===== src/rtl/lpr_pkg.sv =====
// Purpose: Shared constants and types for the link parameter register bank.
// Assumes: One 125 MHz clock; all pin inputs are asynchronous to it.
// Notes: Register indices are the byte addresses on the six-bit register port.
package lpr_pkg;
	localparam int CLK_MHZ = 125;
	localparam int MR_MIN_NS = 48;
	localparam int MR_MIN_CYC = (MR_MIN_NS * CLK_MHZ + 999) / 1000;
	localparam int SEQ_WIN_CYC = 30;
	localparam logic [4:0] MR_MIN = 5'(MR_MIN_CYC);
	localparam logic [4:0] SEQ_WIN = 5'(SEQ_WIN_CYC);
	localparam logic [14:0] PRESCALE_LAST = 15'h7fff;
	localparam int NPRM = 17;
	localparam int NTMR = 2;
	localparam logic [5:0] IDX_TX_LOOKUP_TABLE_LO = 6'h02;
	localparam logic [5:0] IDX_TX_LOOKUP_TABLE_HI = 6'h03;
	localparam int IDX_RSP_TMR_HI = 7;
	localparam int IDX_MAXLEN_LO = 8;
	localparam int IDX_MAXLEN_HI = 9;
	localparam int IDX_LINK_LO = 10;
	localparam int IDX_LINK_HI = 11;
	localparam int IDX_IDLE_LO = 12;
	localparam int IDX_IDLE_HI = 13;
	localparam int IDX_CMD_ADDR = 14;
	localparam int IDX_RSP_ADDR = 15;
	localparam int IDX_FLAGS = 16;
	localparam logic [5:0] IDX_CMD_REG = 6'h11;
	localparam logic [5:0] IDX_STATUS = 6'h12;
	localparam logic [5:0] IDX_LAST = 6'h1a;
	localparam logic [7:0] CMD_RESET_VAL = 8'h82;
	localparam logic [7:0] PRM_RESET_VAL = 8'h00;
	localparam logic [7:0] FLAGS_MIN = 8'h01;
	localparam int NPIN = 21;
	localparam int PIN_MR = 0;
	localparam int PIN_CS = 1;
	localparam int PIN_RW = 2;
	localparam int PIN_WE = 3;
	localparam int PIN_DS = 4;
	localparam int PIN_RDY = 5;
	localparam int PIN_GNT = 6;
	localparam int PIN_A = 7;
	localparam int PIN_D = 13;
	typedef enum logic [1:0] {RS_IDLE, RS_LOW1, RS_GAP, RS_LOW2} lpr_rseq_t;
	typedef enum logic [1:0] {DM_IDLE, DM_REQ, DM_XFER, DM_END} lpr_dma_t;
endpackage


===== src/rtl/lpr_regs.sv =====
// Purpose: Upper parameter registers, protocol timers, register port, DMA master and reset sequencer.
// Assumes: Pins arrive asynchronously and pass two flops; the DMA client holds its request steady until done.
// Notes: Operation
// Operation
// - Reject frames longer than maximum info length.
// - Send poll command when link check expires.
// - Link check interval is 32768 times parameter.
// - Idle timer interval is 32768 times parameter.
// - Command frames carry the command address byte.
// - Response frames carry the response address byte.
// - At least extra flag count, minimum one.
// - Six address lines bidirectional, decode 27 registers; only 00H to 12H are decoded, the rest read zero.
// - Selected: strobes and address inputs, ready output.
// - DMA masters system memory for tables and data.
// - Pass bus grant along a daisy chain.
// - Master reset low floats every output; bus_req_n is held high and bus_grant_out_n still passes the grant.
// - Master reset clears parameters except table start.
// - Master reset loads command register with 82H.
// - Valid reset pulse is at least six cycles.
// - Glitches under one clock are ignored.
// - One valid pulse selects single-pulse bus convention.
// - Second pulse within thirty cycles selects double-pulse.
// - Second pulse needs six high cycles first.
// - Pulse after the window starts a new sequence.
`timescale 1ns/1ps
module lpr_regs
	import lpr_pkg::*;
(
	input wire logic clk,
	input wire logic rst_n,
	input wire logic master_reset_n,
	input wire logic chip_sel_n,
	input wire logic rw_i,
	output logic rw_o,
	input wire logic write_strobe_n_i,
	output logic write_strobe_n_o,
	input wire logic data_strobe_n_i,
	output logic data_strobe_n_o,
	output logic strobe_oe,
	input wire logic ready_n_i,
	output logic ready_n_o,
	output logic ready_oe,
	input wire logic [5:0] addr_i,
	output logic [5:0] addr_o,
	output logic addr_oe,
	output logic [15:6] addr_hi_o,
	output logic addr_hi_oe,
	input wire logic [7:0] data_i,
	output logic [7:0] data_o,
	output logic data_oe,
	output logic bus_req_n,
	input wire logic bus_grant_in_n,
	output logic bus_grant_out_n,
	input wire logic dma_req,
	input wire logic dma_write,
	input wire logic [15:0] dma_addr,
	input wire logic [7:0] dma_wdata,
	output logic [7:0] dma_rdata,
	output logic dma_done,
	input wire logic t1_active,
	input wire logic rx_idle,
	input wire logic [12:0] rx_info_len,
	output logic rx_too_long,
	input wire logic tx_is_command,
	output logic [7:0] tx_address_field,
	output logic [7:0] min_flags,
	output logic send_poll_command,
	output logic idle_timer_expired,
	output logic dual_pulse_mode,
	output logic [7:0] command_reg
);
	typedef struct packed {
		logic [NPIN-1:0] pin_m;
		logic [NPIN-1:0] pin_q;
		logic [NPRM-1:0][7:0] prm;
		logic [7:0] cmd;
		lpr_rseq_t rs;
		logic [4:0] lcnt;
		logic [4:0] hcnt;
		logic dual;
		logic busy;
		logic rd_act;
		logic [7:0] rdata;
		logic [NTMR-1:0][14:0] tpre;
		logic [NTMR-1:0][11:0] tcnt;
		logic [NTMR-1:0] texp;
		logic too_long;
		logic [7:0] afield;
		lpr_dma_t dm;
		logic [7:0] drdata;
		logic ddone;
	} lpr_state_t;

	lpr_state_t st_ff;
	lpr_state_t nxt_st;
	logic mr_low;
	logic sel;
	logic rd_strobe;
	logic wr_strobe;
	logic [5:0] a_q;
	logic [7:0] d_q;
	logic [NTMR-1:0] t_run;
	logic [NTMR-1:0][11:0] t_param;
	logic reset_fire;

	// Glitches shorter than a clock rarely survive two samples, and a surviving one is
	// still far below the six-cycle minimum, so it never counts as a request.
	assign mr_low = !st_ff.pin_q[PIN_MR];
	assign sel = !st_ff.pin_q[PIN_CS] && !mr_low;
	assign a_q = st_ff.pin_q[PIN_A +: 6];
	assign d_q = st_ff.pin_q[PIN_D +: 8];
	// The bus convention chosen at reset decides which strobes mean read and write.
	assign rd_strobe = st_ff.dual ? !st_ff.pin_q[PIN_DS] : (!st_ff.pin_q[PIN_DS] && st_ff.pin_q[PIN_RW]);
	assign wr_strobe = st_ff.dual ? !st_ff.pin_q[PIN_WE] : (!st_ff.pin_q[PIN_DS] && !st_ff.pin_q[PIN_RW]);
	assign t_run[0] = !t1_active;
	assign t_run[1] = rx_idle;
	assign t_param[0] = {st_ff.prm[IDX_LINK_HI][3:0], st_ff.prm[IDX_LINK_LO]};
	assign t_param[1] = {st_ff.prm[IDX_IDLE_HI][3:0], st_ff.prm[IDX_IDLE_LO]};
	assign reset_fire = mr_low && st_ff.lcnt == MR_MIN - 5'h01 &&
		(st_ff.rs == RS_LOW1 || st_ff.rs == RS_LOW2 || st_ff.rs == RS_IDLE);

	always_comb begin
		nxt_st = st_ff;
		nxt_st.pin_m = {data_i, addr_i, bus_grant_in_n, ready_n_i, data_strobe_n_i, write_strobe_n_i,
			rw_i, chip_sel_n, master_reset_n};
		nxt_st.pin_q = st_ff.pin_m;
		nxt_st.ddone = 1'b0;
		nxt_st.texp = '0;

		// Low and high run lengths saturate so long pulses do not wrap.
		if (mr_low) begin
			nxt_st.hcnt = '0;
			if (st_ff.lcnt != SEQ_WIN) begin
				nxt_st.lcnt = st_ff.lcnt + 5'h01;
			end
		end else begin
			nxt_st.lcnt = '0;
			if (st_ff.hcnt != SEQ_WIN) begin
				nxt_st.hcnt = st_ff.hcnt + 5'h01;
			end
		end
		unique case (st_ff.rs)
			RS_IDLE: begin
				if (reset_fire) begin
					nxt_st.rs = RS_LOW1;
				end
			end
			RS_LOW1: begin
				if (!mr_low) begin
					nxt_st.rs = RS_GAP;
					nxt_st.dual = 1'b0;
				end
			end
			RS_GAP: begin
				if (mr_low && st_ff.hcnt < MR_MIN) begin
					nxt_st.hcnt = '0;
				end else if (mr_low) begin
					nxt_st.rs = RS_LOW2;
				end else if (st_ff.hcnt == SEQ_WIN) begin
					nxt_st.rs = RS_IDLE;
				end
			end
			RS_LOW2: begin
				if (!mr_low) begin
					nxt_st.rs = RS_IDLE;
					if (st_ff.lcnt >= MR_MIN) begin
						nxt_st.dual = 1'b1;
					end
				end
			end
		endcase
		if (mr_low && st_ff.rs == RS_LOW2 && st_ff.lcnt == MR_MIN - 5'h01 && st_ff.hcnt == '0) begin
			nxt_st.dual = 1'b1;
		end

		// Register port: one access per strobe, ready held until the strobe is gone.
		if (!(sel && (rd_strobe || wr_strobe))) begin
			nxt_st.busy = 1'b0;
			nxt_st.rd_act = 1'b0;
		end else if (!st_ff.busy) begin
			nxt_st.busy = 1'b1;
			nxt_st.rd_act = rd_strobe;
			nxt_st.rdata = '0;
			if (a_q < 6'(NPRM)) begin
				nxt_st.rdata = st_ff.prm[a_q];
			end else if (a_q == IDX_CMD_REG) begin
				nxt_st.rdata = st_ff.cmd;
			end else if (a_q == IDX_STATUS) begin
				nxt_st.rdata = {6'h00, st_ff.dm != DM_IDLE, st_ff.dual};
			end
			// Reserved bits are stored as written; keeping them zero is software's job.
			if (wr_strobe && a_q < 6'(NPRM)) begin
				nxt_st.prm[a_q] = d_q;
			end else if (wr_strobe && a_q == IDX_CMD_REG) begin
				nxt_st.cmd = d_q;
			end
		end

		for (int i = 0; i < NTMR; i++) begin
			if (!t_run[i] || t_param[i] == '0) begin
				nxt_st.tpre[i] = '0;
				nxt_st.tcnt[i] = t_param[i];
			end else if (st_ff.tpre[i] == PRESCALE_LAST) begin
				nxt_st.tpre[i] = '0;
				if (st_ff.tcnt[i] <= 12'h001) begin
					nxt_st.texp[i] = 1'b1;
					nxt_st.tcnt[i] = t_param[i];
				end else begin
					nxt_st.tcnt[i] = st_ff.tcnt[i] - 12'h001;
				end
			end else begin
				nxt_st.tpre[i] = st_ff.tpre[i] + 15'h0001;
			end
		end

		nxt_st.too_long = rx_info_len > {st_ff.prm[IDX_MAXLEN_HI][4:0], st_ff.prm[IDX_MAXLEN_LO]};
		nxt_st.afield = tx_is_command ? st_ff.prm[IDX_CMD_ADDR] : st_ff.prm[IDX_RSP_ADDR];

		unique case (st_ff.dm)
			DM_IDLE: begin
				// The client sees done one cycle late, so a request still up then is the old one.
				if (dma_req && !mr_low && !st_ff.ddone) begin
					nxt_st.dm = DM_REQ;
				end
			end
			DM_REQ: begin
				if (!st_ff.pin_q[PIN_GNT]) begin
					nxt_st.dm = DM_XFER;
				end
			end
			DM_XFER: begin
				if (!st_ff.pin_q[PIN_RDY]) begin
					nxt_st.drdata = d_q;
					nxt_st.dm = DM_END;
				end
			end
			DM_END: begin
				nxt_st.ddone = 1'b1;
				nxt_st.dm = DM_IDLE;
			end
		endcase

		if (reset_fire) begin
			for (int i = 0; i < NPRM; i++) begin
				if (6'(i) != IDX_TX_LOOKUP_TABLE_LO && 6'(i) != IDX_TX_LOOKUP_TABLE_HI) begin
					nxt_st.prm[i] = PRM_RESET_VAL;
				end
			end
			nxt_st.cmd = CMD_RESET_VAL;
			nxt_st.dm = DM_IDLE;
			nxt_st.busy = 1'b0;
		end
	end

	always_ff @(posedge clk) begin
		if (!rst_n) begin
			st_ff <= '0;
			st_ff.pin_m <= '1;
			st_ff.pin_q <= '1;
			st_ff.cmd <= CMD_RESET_VAL;
		end else begin
			st_ff <= nxt_st;
		end
	end

	// Every driver is gated by the synchronised reset level, so outputs float about two
	// clocks after the pin falls; that lag is the price of a glitch-proof sample.
	assign ready_n_o = !st_ff.busy;
	assign ready_oe = sel;
	assign data_o = (st_ff.dm == DM_IDLE) ? st_ff.rdata : dma_wdata;
	assign data_oe = !mr_low && ((sel && st_ff.busy && st_ff.rd_act) ||
		(st_ff.dm == DM_XFER && dma_write));
	assign addr_o = dma_addr[5:0];
	assign addr_oe = !mr_low && st_ff.dm == DM_XFER;
	assign addr_hi_o = dma_addr[15:6];
	assign addr_hi_oe = addr_oe;
	assign strobe_oe = addr_oe;
	assign rw_o = !dma_write;
	assign data_strobe_n_o = st_ff.dual && dma_write;
	assign write_strobe_n_o = !(st_ff.dual && dma_write);
	assign bus_req_n = mr_low || st_ff.dm == DM_IDLE;
	// A grant this block did not ask for is handed on to the next controller.
	assign bus_grant_out_n = st_ff.pin_q[PIN_GNT] || st_ff.dm != DM_IDLE;
	assign dma_rdata = st_ff.drdata;
	assign dma_done = st_ff.ddone;
	assign rx_too_long = st_ff.too_long;
	assign tx_address_field = st_ff.afield;
	assign min_flags = (st_ff.prm[IDX_FLAGS] == '0) ? FLAGS_MIN : st_ff.prm[IDX_FLAGS];
	assign send_poll_command = st_ff.texp[0];
	assign idle_timer_expired = st_ff.texp[1];
	assign dual_pulse_mode = st_ff.dual;
	assign command_reg = st_ff.cmd;

	a_float_in_reset: assert property (@(posedge clk) disable iff (!rst_n)
		mr_low |-> !data_oe && !ready_oe && !addr_oe && bus_req_n) else $error("driving in reset");
	a_reset_clears: assert property (@(posedge clk) disable iff (!rst_n)
		reset_fire |=> st_ff.cmd == CMD_RESET_VAL && st_ff.prm[IDX_FLAGS] == '0) else $error("bad reset");
	a_tx_lookup_table_kept: assert property (@(posedge clk) disable iff (!rst_n)
		reset_fire && !st_ff.busy |=> $stable(st_ff.prm[IDX_TX_LOOKUP_TABLE_LO])) else $error("table lost");
	a_short_pulse: assert property (@(posedge clk) disable iff (!rst_n)
		$rose(mr_low) ##1 !mr_low |-> !$past(reset_fire)) else $error("short pulse taken");
	a_flag_floor: assert property (@(posedge clk) disable iff (!rst_n)
		min_flags != '0 && min_flags >= st_ff.prm[IDX_FLAGS]) else $error("flag floor");
	a_poll_gated: assert property (@(posedge clk) disable iff (!rst_n)
		send_poll_command |-> !$past(t1_active)) else $error("poll while t1 runs");
	a_len_check: assert property (@(posedge clk) disable iff (!rst_n)
		rx_too_long |-> $past(rx_info_len) > $past({st_ff.prm[IDX_MAXLEN_HI][4:0], st_ff.prm[IDX_MAXLEN_LO]}))
		else $error("false reject");
	a_grant_pass: assert property (@(posedge clk) disable iff (!rst_n)
		st_ff.dm == DM_IDLE && !st_ff.pin_q[PIN_GNT] |-> !bus_grant_out_n) else $error("grant held");
	a_mode_single: assert property (@(posedge clk) disable iff (!rst_n)
		st_ff.rs == RS_LOW1 && !mr_low |=> !dual_pulse_mode) else $error("mode not single");
	c_dual_mode: cover property (@(posedge clk) disable iff (!rst_n) $rose(dual_pulse_mode));
	c_poll: cover property (@(posedge clk) disable iff (!rst_n) send_poll_command);
	c_dma: cover property (@(posedge clk) disable iff (!rst_n) dma_done && !dma_write);
endmodule


===== config.mk =====
export PLATFORM = sky130hd
export DESIGN_NAME = lpr_regs
export DESIGN_NICKNAME = d
export VERILOG_FILES = /design/src/rtl/lpr_pkg.sv /design/src/rtl/lpr_regs.sv
export SDC_FILE = /design/constraint.sdc
export NUM_CORES = 1
export LEC_CHECK = 0
export BUFFER_PORTS_ARGS = -buffer_cell sky130_fd_sc_hd__buf_2
export CELL_PAD_IN_SITES_DETAIL_PLACEMENT = 1
export CELL_PAD_IN_SITES_GLOBAL_PLACEMENT = 1
export CORE_MARGIN = 5
export CORE_UTILIZATION = 41
export CTS_CLUSTER_SIZE = 25
export DETAILED_ROUTE_END_ITERATION = 10
export PLACE_DENSITY = 0.84
export SLEW_MARGIN = 20
export SYNTH_ARGS = -nofsm -noshare
export SYNTH_HDL_FRONTEND = slang
export SYNTH_SLANG_ARGS = --single-unit

===== constraint.sdc =====
create_clock -name clk -period 2.1 [get_ports clk]
set_input_delay 0 -clock clk [delete_from_list [all_inputs] [get_ports clk]]
set_output_delay 0 -clock clk [all_outputs]
set_load 0.1 [all_outputs]

Yosys cells after proc, flatten, opt, wreduce, memory -nomap -nowiden

Index checks and enable logic that the tools add are counted.
Widths: inputs -> output; s select.

Flip-flop bits (word level): 285
Bits of input ports: 65
Output and inout bits: 72
Word-level logic and storage cells: 190

Add/sub/neg operators: 6
$lt $le $gt $ge: 8
Equality and inequality tests: 25
Muxes and demuxes: 42
Bitwise operators: 7
Reductions and logical operators: 64

Operator list:

| cell                  | count |
|---|---|
| $bwmux 136            | 1 |
| $mux 12               | 6 |
| $mux 8                | 7 |
| $bmux 8 s5            | 1 |
| $demux 8 s5           | 1 |
| $add 15x1->15 const B | 2 |
| $eq 15x15->1 const B  | 2 |
| $le 12x1->1 const B   | 2 |
| $logic_not 12->1      | 2 |
| $sub 12x1->12 const B | 2 |
| $logic_and 1x1->1     | 21 |
| $mux 5                | 4 |
| $mux 2                | 9 |
| $pmux 2 s4            | 2 |
| $reduce_or 3->1       | 5 |
| $ne 2x2->1 const B    | 7 |
| $gt 13x13->1          | 1 |
| $eq 6x5->1 const B    | 2 |
| $add 5x1->5 const B   | 2 |
| $logic_not 1->1       | 10 |
| $mux 10               | 1 |
| $ne 5x5->1 const B    | 2 |
| $mux 1                | 9 |
| $eq 2x2->1 const B    | 4 |
| other kinds (24)      | 47 |

Depth between registers and ports, before layout

Gate-level depths: netlist of the first run.

Depth after elaboration: 7
Depth in mapped cells: 8
Mapped depth without buffers: 7

Worst setup path after synthesis of the first run

No wires, ideal clock.

Path type: register to output
Start point: register st_ff[10] (netlist bit)
End point: output port data_oe
Arrival time: 2.908 ns
Required time: 2.100 ns
Setup slack: -0.808 ns
Cell stages (with the launch flop): 5
Path buffers: 1
Cells stage by stage: dfxtp_1 > clkbuf_1 > nand2b_1 > nor2_1 > a32o_1

Cells in the longest elaborated chain, start to end: 4

RTL lines:

| item                   | RTL line        | text |
|---|---|---|
| from (decl)            | lpr_regs.sv:94  | `lpr_state_t st_ff;` |
| from (signal assigned) | lpr_regs.sv:262 | `st_ff <= nxt_st;` |
| $eq 2x2->1             | lpr_regs.sv:272 | `(st_ff.dm == DM_XFER && dma_write));` |
| $logic_and 1x1->1      | lpr_regs.sv:272 |  |
| $logic_or 1x1->1       | lpr_regs.sv:271 | `assign data_oe = !mr_low && ((sel && st_ff.busy && st_ff.rd_act) \|\|` |
| $logic_and 1x1->1      | lpr_regs.sv:271 |  |
| to (decl)              | lpr_regs.sv:50  | `output logic data_oe,` |

No other way between the ends.

Worst setup path in the final report of the first run

Start point: register st_ff, in the netlist a_q[2]
End point: register st_ff[215] (netlist bit)

Cells in the longest elaborated chain, start to end: 5
Elaborated cells on any way between the ends: 9
Classes of those cells: 3 x order compare; 3 x mux; 3 x reduce/logical

RTL lines:

| item                                                           | RTL line        | text |
|---|---|---|
| $ge 6x1->1 (not written as such) or $lt 6x6->1 (tied branches) | lpr_regs.sv:193 | `nxt_st.prm[a_q] = d_q;` |
| $logic_and 1x1->1 (not written as such)                        | lpr_regs.sv:193 |  |
| $mux 8 (not written as such)                                   | lpr_regs.sv:193 |  |
| $demux 8 s5                                                    | lpr_regs.sv:193 |  |
| $bwmux 136                                                     | lpr_regs.sv:193 |  |

Several ways; a longest one is shown, not always the timed one.
A chain may end at the register's enable or synchronous reset.

==> results of run 1 <==
-- critical path, cell delays in order (launching register included) --
cell and delay (ns):
dfxtp_2 0.33, or4_4 0.54, a21o_4 0.26, nor4b_4 0.30
buf_6 0.22, nand2_4 0.13, mux2i_1 0.26
-- metal layers --
layer | wire length [um] | share of wire, %
met1 | 18800 | 38
met2 | 24400 | 50
met3 | 2910 | 5.9
met4 | 2960 | 6.0
met5 | 0 | 0
-- per-stage QoR --
stage / area (um2) / setup TNS, ns / hold WS [ns] / setup slack [ns] / total power, uW
floorplan: 13100 / -0.306 / 0.101 / -0.306 / 6170
global placement: 14300 / -0.0266 / 0.000681 / -0.0266 / 6240
detailed placement: 14300 / -1.85 / 0.000681 / -0.0738 / 6270
CTS: 15900 / -0.523 / 0.000681 / -0.0449 / 12600
global route: 16300 / -0.711 / 0.000143 / -0.121 / 13100
finish: 16300 / -0.378 / 0.0000439 / -0.0710 / 12800
-- final cells by class --
type,instances,area [um2]
inverters,41,158
multi-input cells,915,6950
repair buffers,242,1790
clock inverters,13,226
flip-flops and latches,285,5720
clock buffers,42,963
diodes,1,2.50
well taps,402,503
fillers,3464,15200
-- kinds of logic after synthesis --
logic type / count (synthesis)
xor+xnor: 33
mux: 207
buf+inv: 154
compound gates: 152
fa+ha+maj: 25
simple gates: 498
flops: 285
-- layout by cell type, fill, tap and decap left out, drive strengths merged, types with 9 or more instances in the layout --
| cell type | count |
|---|---|
| ha | 25 |
| inv | 42 |
| a22oi | 10 |
| dlygate4sd3 | 28 |
| xnor2 | 21 |
| clkbuf | 42 |
| nor3 | 14 |
| buf | 213 |
| nand2 | 205 |
| nand3 | 33 |
| mux2i | 167 |
| a211oi | 9 |
| nand2b | 46 |
| dfxtp | 285 |
| nor2 | 98 |
| nor4 | 26 |
| o21ai | 24 |
| nand4 | 16 |
| a21o | 9 |
| xor2 | 12 |
| a21oi | 44 |
| mux4 | 32 |
-- how the worst max path moves through the flow --
stage	start	end	slack [ns]	cells past startpoint
6_report	a_q[2]	st_ff[215]	-0.07	6
5_1_grt	a_q[0]	st_ff[79]	-0.12	7
4_1_cts	a_q[2]	st_ff[231]	-0.04	6
3_5_place_dp	a_q[2]	st_ff[181]	-0.07	6
3_3_place_gp	a_q[0]	st_ff[83]	-0.03	6
2_1_floorplan	st_ff[10]	data_oe	-0.31	4
-- where the power goes --
part / internal (uW) / switching [uW]
sequential: 5450 / 43.0
clock: 3990 / 2500
combinational: 264 / 507
total: 9700 / 3050
-- repair_timing --
action                                  in CTS  in global routing
gates resized for setup                     22                 56
endpoints found under the hold margin       41                  0
endpoints found under the setup margin     116                144
hold buffers                                28                  0
pin swaps                                    0                  8
gates cloned                                 1                  0
setup buffers                                0                 12
==> run metrics, run 1 <==
layer with the highest usage=met2; Mean Syn Cell Area=9.64 um2; Rel. slew slack=58.3%; Synth top area share=about 44%; setup slack after layout=-0.0710 ns; peak supply drop=0.609 mV; largest family of logic cells by synthesized area=multiplexers; layout cells sized above 1=25.5%; Setup crit end kind=register; nets@finish=about 1600; Adder-Cell Fraction of Synth Area=2.40%; vias in the first global route=12100; Synth Area in XOR/XNOR=2.21%; vias per cell=5.96; mux contribution to synthesized area=19.0%; Layout Utilization=between 50% and 60%; WHS Path Cells=0; clock slew at reported path FFs=0.07 ns; first-pass GRT wire length=70.1 mm; Top FF cell, synth=dfxtp_1; first-iteration detailed-routing DRC count=921; reg-to-reg endpoint=st_ff[215]; CP startpoint kind=register; final hold violations=0; Synth Area in Compound Gates=7.80%; Initial Util=41.5%; WL final=about 50 mm; Post-Synth Simple-Gate Area=18.9%; CP Class=reg2reg; Area contributors post-synth=dfxtp_1 44%, mux2i_1 13%, mux4_2 5.5%; largest register by flop count=st_ff; PD cells=782 nW/um2; Synth cell types=70; syn_nets=1444; DRC violations left=0; H-tree lvl count=2; EDFF count, synth=0; crit path DAT=2.59 ns; synthesized area=13100 um2; failing checks=setup timing; critical path required time=around 2.5 ns; DP HPWL=28.2 mm; Reg2Reg Setup Slack=-0.07 ns; ys async rst share=0%; status=finished with violations; static leakage=about 0.0073 uW; HP Start=dma_addr[9]; WL/cell=25.2 um; ANT nets after route=0; YS warnings=0; TritonCTS clock tree=built; max reg flops=~220; GP Congestion=0.868; top-count cell post-synth=dfxtp_1; setup violators final=17; max cap viols=0; via count=11600; Area growth, synth to finish=25.0%; TritonCTS Sinks=285; final cell count without fillers=roughly 1900; Root Driver=clkbuf_16; CTS buffer count=34; IO buf count=between 100 and 150; Fmax=between 400 and 500 MHz; Synth area leader=dfxtp_1; met1 Track Usage GR=28.2%; IO Pins=137; DR pass1 iterations=5; top cells by count, synth=285 x dfxtp_1, 188 x nand2_1, 167 x mux2i_1; Hold WC Path Type=in2out; CP max FO=8; WHS Endpoint=addr_hi_o[9]; fraction of the cycle the final worst path needs=103%; Worst-Skew Late Latency=about 0.53 ns; initial antenna violation count=1; clock buffer depth=3; Post-Route Skew=0.0306 ns; unrepaired setup endpoints after global routing=true; R2R Path Start=a_q[2]; global route overflow=0; Die Ht=188 um; met2 Use GR=between 40% and 50%; met3 Usage GRT=4.72%; Core Region=31500 um2; Die X=roughly 190 um; fin crit period=roughly 2.2 ns; slew at the pin with the worst max-slew slack=around 0.62 ns; GRT Overall Usage=24.6%; largest net degree at the start of global routing=just under 80; synthesis-stage register bit count=285; Die ar.=35500 um2; max-slew violations=0; Worst R2R Path Depth=6; FP Rows=65; Post-Syn Instances=between 1000 and 1500; placed insts=1844; register area share after synthesis=43.7%
Power figures use the tool's default switching activity.
==> run 2, diff against run 1 <==
--- a/config.mk
+++ b/config.mk
@@ -11,6 +11,6 @@
 export CORE_MARGIN = 5
-export CORE_UTILIZATION = 41
+export CORE_UTILIZATION = 45
 export CTS_CLUSTER_SIZE = 25
 export DETAILED_ROUTE_END_ITERATION = 10
-export PLACE_DENSITY = 0.84
+export PLACE_DENSITY = 0.88
 export SLEW_MARGIN = 20
==> constraint.sdc (replaced) <==
create_clock -name clk -period 2.08 [get_ports clk]
set_input_delay 0 -clock clk [delete_from_list [all_inputs] [get_ports clk]]
set_output_delay 0 -clock clk [all_outputs]
set_load 0.005 [all_outputs]
==> run 2 against run 1 <==
The run still ends with setup timing left; die area shrank 8.4%; combinational power is 17% lower; via count up 3.4%; core utilization grew 4.3 points; worst setup slack lost 0.23 ns; clock power is 15% lower; first-iteration DRC count is 51% higher; power shrank 8.1%; wire length increased by 8.7%; sequential power up 1%; sequential cell count is the same; non-clock buffer count shrank 11; critical endpoint is now st_ff[83]; highest routed layer is now met5.
==> run metrics, run 2 (synthesis results as in run 1) <==
Root Driver=clkbuf_16; TritonCTS clock tree=built; nets@finish=1593 (-0.99%); commonest cells after routing, fill and taps aside=276 x dfxtp_1, 186 x nand2_1, 148 x mux2i_1, 103 x buf_2, 98 x nor2_1; TritonCTS Sinks=285 (unchanged); final hold violations=0 (unchanged); vias in the first global route=12400 (+2.4%); final cell count without fillers=1906 (-1.8%); layout cells sized above 1=25.4% (-0.11 points); setup violators final=117 (+100); Die X=180 um (-4.3%); global route overflow=0 (unchanged); Worst-Skew Late Latency=0.57 ns (+0.04 ns); vias per cell=6.27 (+5.3%); WL final=53.2 mm (+8.7%); Die ar.=32500 um2 (-8.4%); Setup crit end kind=register; Post-Route Skew=0.0276 ns (-0.00294 ns); DR pass1 iterations=5 (unchanged); max-slew violations=0 (unchanged); critical-path cell list=buf_6 > mux4_2 > a22oi_1 > o21ai_0 > a221oi_1 > o31ai_1; clock buffer depth=3 (unchanged); Area growth, synth to finish=23.4%; placed insts=1820 (-1.3%); WL/cell=27.9 um (+11%); pre-CTS setup slack=-0.170 ns (-0.0963 ns); PD cells=728 nW/um2 (-6.9%); GP Congestion=0.900 (+3.6%); Rel. slew slack=50.0% (-8.3 points); critical path required time=2.51 ns (about the same); H-tree lvl count=1 (-1); ANT nets after route=0 (unchanged); largest net degree at the start of global routing=69 (-13%); setup slack after layout=-0.301 ns (-0.230 ns); Core Region=28700 um2 (-8.8%); fin crit period=2.38 ns (+0.210 ns); GRT Overall Usage=27.7% (+3.1 points); CP max-delay cell=mux4_2; DP HPWL=29.0 mm (+2.8%); Initial Util=45.5% (+4.0 points); Die Ht=180 um (-4.3%); status=finished with violations; first-iteration detailed-routing DRC count=1390 (+51%); Hold WC Path Type=in2out; first-pass GRT wire length=72.9 mm (+4.0%); CP peak stage delay=0.68 ns (+0.14 ns); IO buf count=104 (unchanged); filler cell count=3128 (-9.7%); static leakage=0.00710 uW (-3.3%); commonest non-fill, non-tap cell in the layout=dfxtp_1; IO Pins=137 (unchanged); DRC violations left=0 (unchanged); fraction of the cycle the final worst path needs=114% (+11 points); CP Class=reg2reg; slew at the pin with the worst max-slew slack=0.750 ns (+0.131 ns); FP Rows=62 (-4.6%); peak supply drop=0.648 mV (+6.5%); max reg flops=221 (unchanged); max cap viols=0 (unchanged); CP startpoint kind=register; clock slew at reported path FFs=0.07 ns (about the same); crit path DAT=2.81 ns (+0.22 ns); Fmax=420 MHz (-8.8%); failing checks=setup timing; CP max FO=19 (+11); largest register by flop count=st_ff; initial antenna violation count=3 (+2); CTS buffer count=29 (-15%); unrepaired setup endpoints after global routing=true; via count=11900 (+3.4%)
run 2: cell type report:
cell class	count	area, um2	share of cell area, %
sequential	285	5720	35.5
clock inverter	11	140	0.870
tap	384	480	2.98
timing repair buffer	231	1710	10.6
clock buffer	38	820	5.09
antenna	1	2.50	0.0155
inverter	41	154	0.955
multi-input combinational	915	7080	44.0
run 2: worst paths after layout:
check	from	to	slack, ns	cells after the start
setup / recovery	a_q[0]	st_ff[83]	-0.30	6
hold / removal	dma_addr[11]	addr_hi_o[11]	0.000002	0
setup reg to reg	a_q[0]	st_ff[83]	-0.30	6
hold reg to reg	nxt_st[257]	d_q[1]	0.42	1
run 2: what timing repair did:
item / CTS / global route
setup endpoints to repair: 143 / 176
setup buffers: 2 / 9
pin swaps: 2 / 7
resized for setup: 41 / 72
hold buffers: 25 / 0
hold endpoints to repair: 46 / 0
run 2: critical path: cells and delay by family (launching register included):
kind	cells	cell delay, ns
AO/OA/AOI/OAI	4	0.87
multiplexers	1	0.68
flip-flops	1	0.39
buffers and inverters	1	0.28
run 2: stage by stage:
step           hold slack [ns]  total power, uW  setup TNS [ns]  instance area [um2]  utilization, %
2_1_floorplan           0.0265             5970         -0.0248                13100               -
3_3_place_gp         0.0000346             6170          -0.220                14300            49.7
3_5_place_dp         0.0000346             6190           -3.11                14300            49.7
4_1_cts              0.0000346            11500          -0.239                15700            54.6
5_1_grt             0.00000798            12000          -16.28                16100            56.1
6_report            0.00000224            11700          -11.01                16100            56.1
run 2: power by group:
part           internal (uW)  switching (uW)
logic                    254             389
clock network           3130            2400
registers               5500            46.3
total                   8890            2830
run 2: metal layers:
layer  vias to the layer above  part of all wire, %  global-route usage [%]
met5                         -                0.039                       0
met4                         4                  6.9                    13.1
met2                       796                   49                    48.5
li1                       5019                    -                       -
met1                      5852                   36                    32.4
met3                       278                  8.0                    5.93
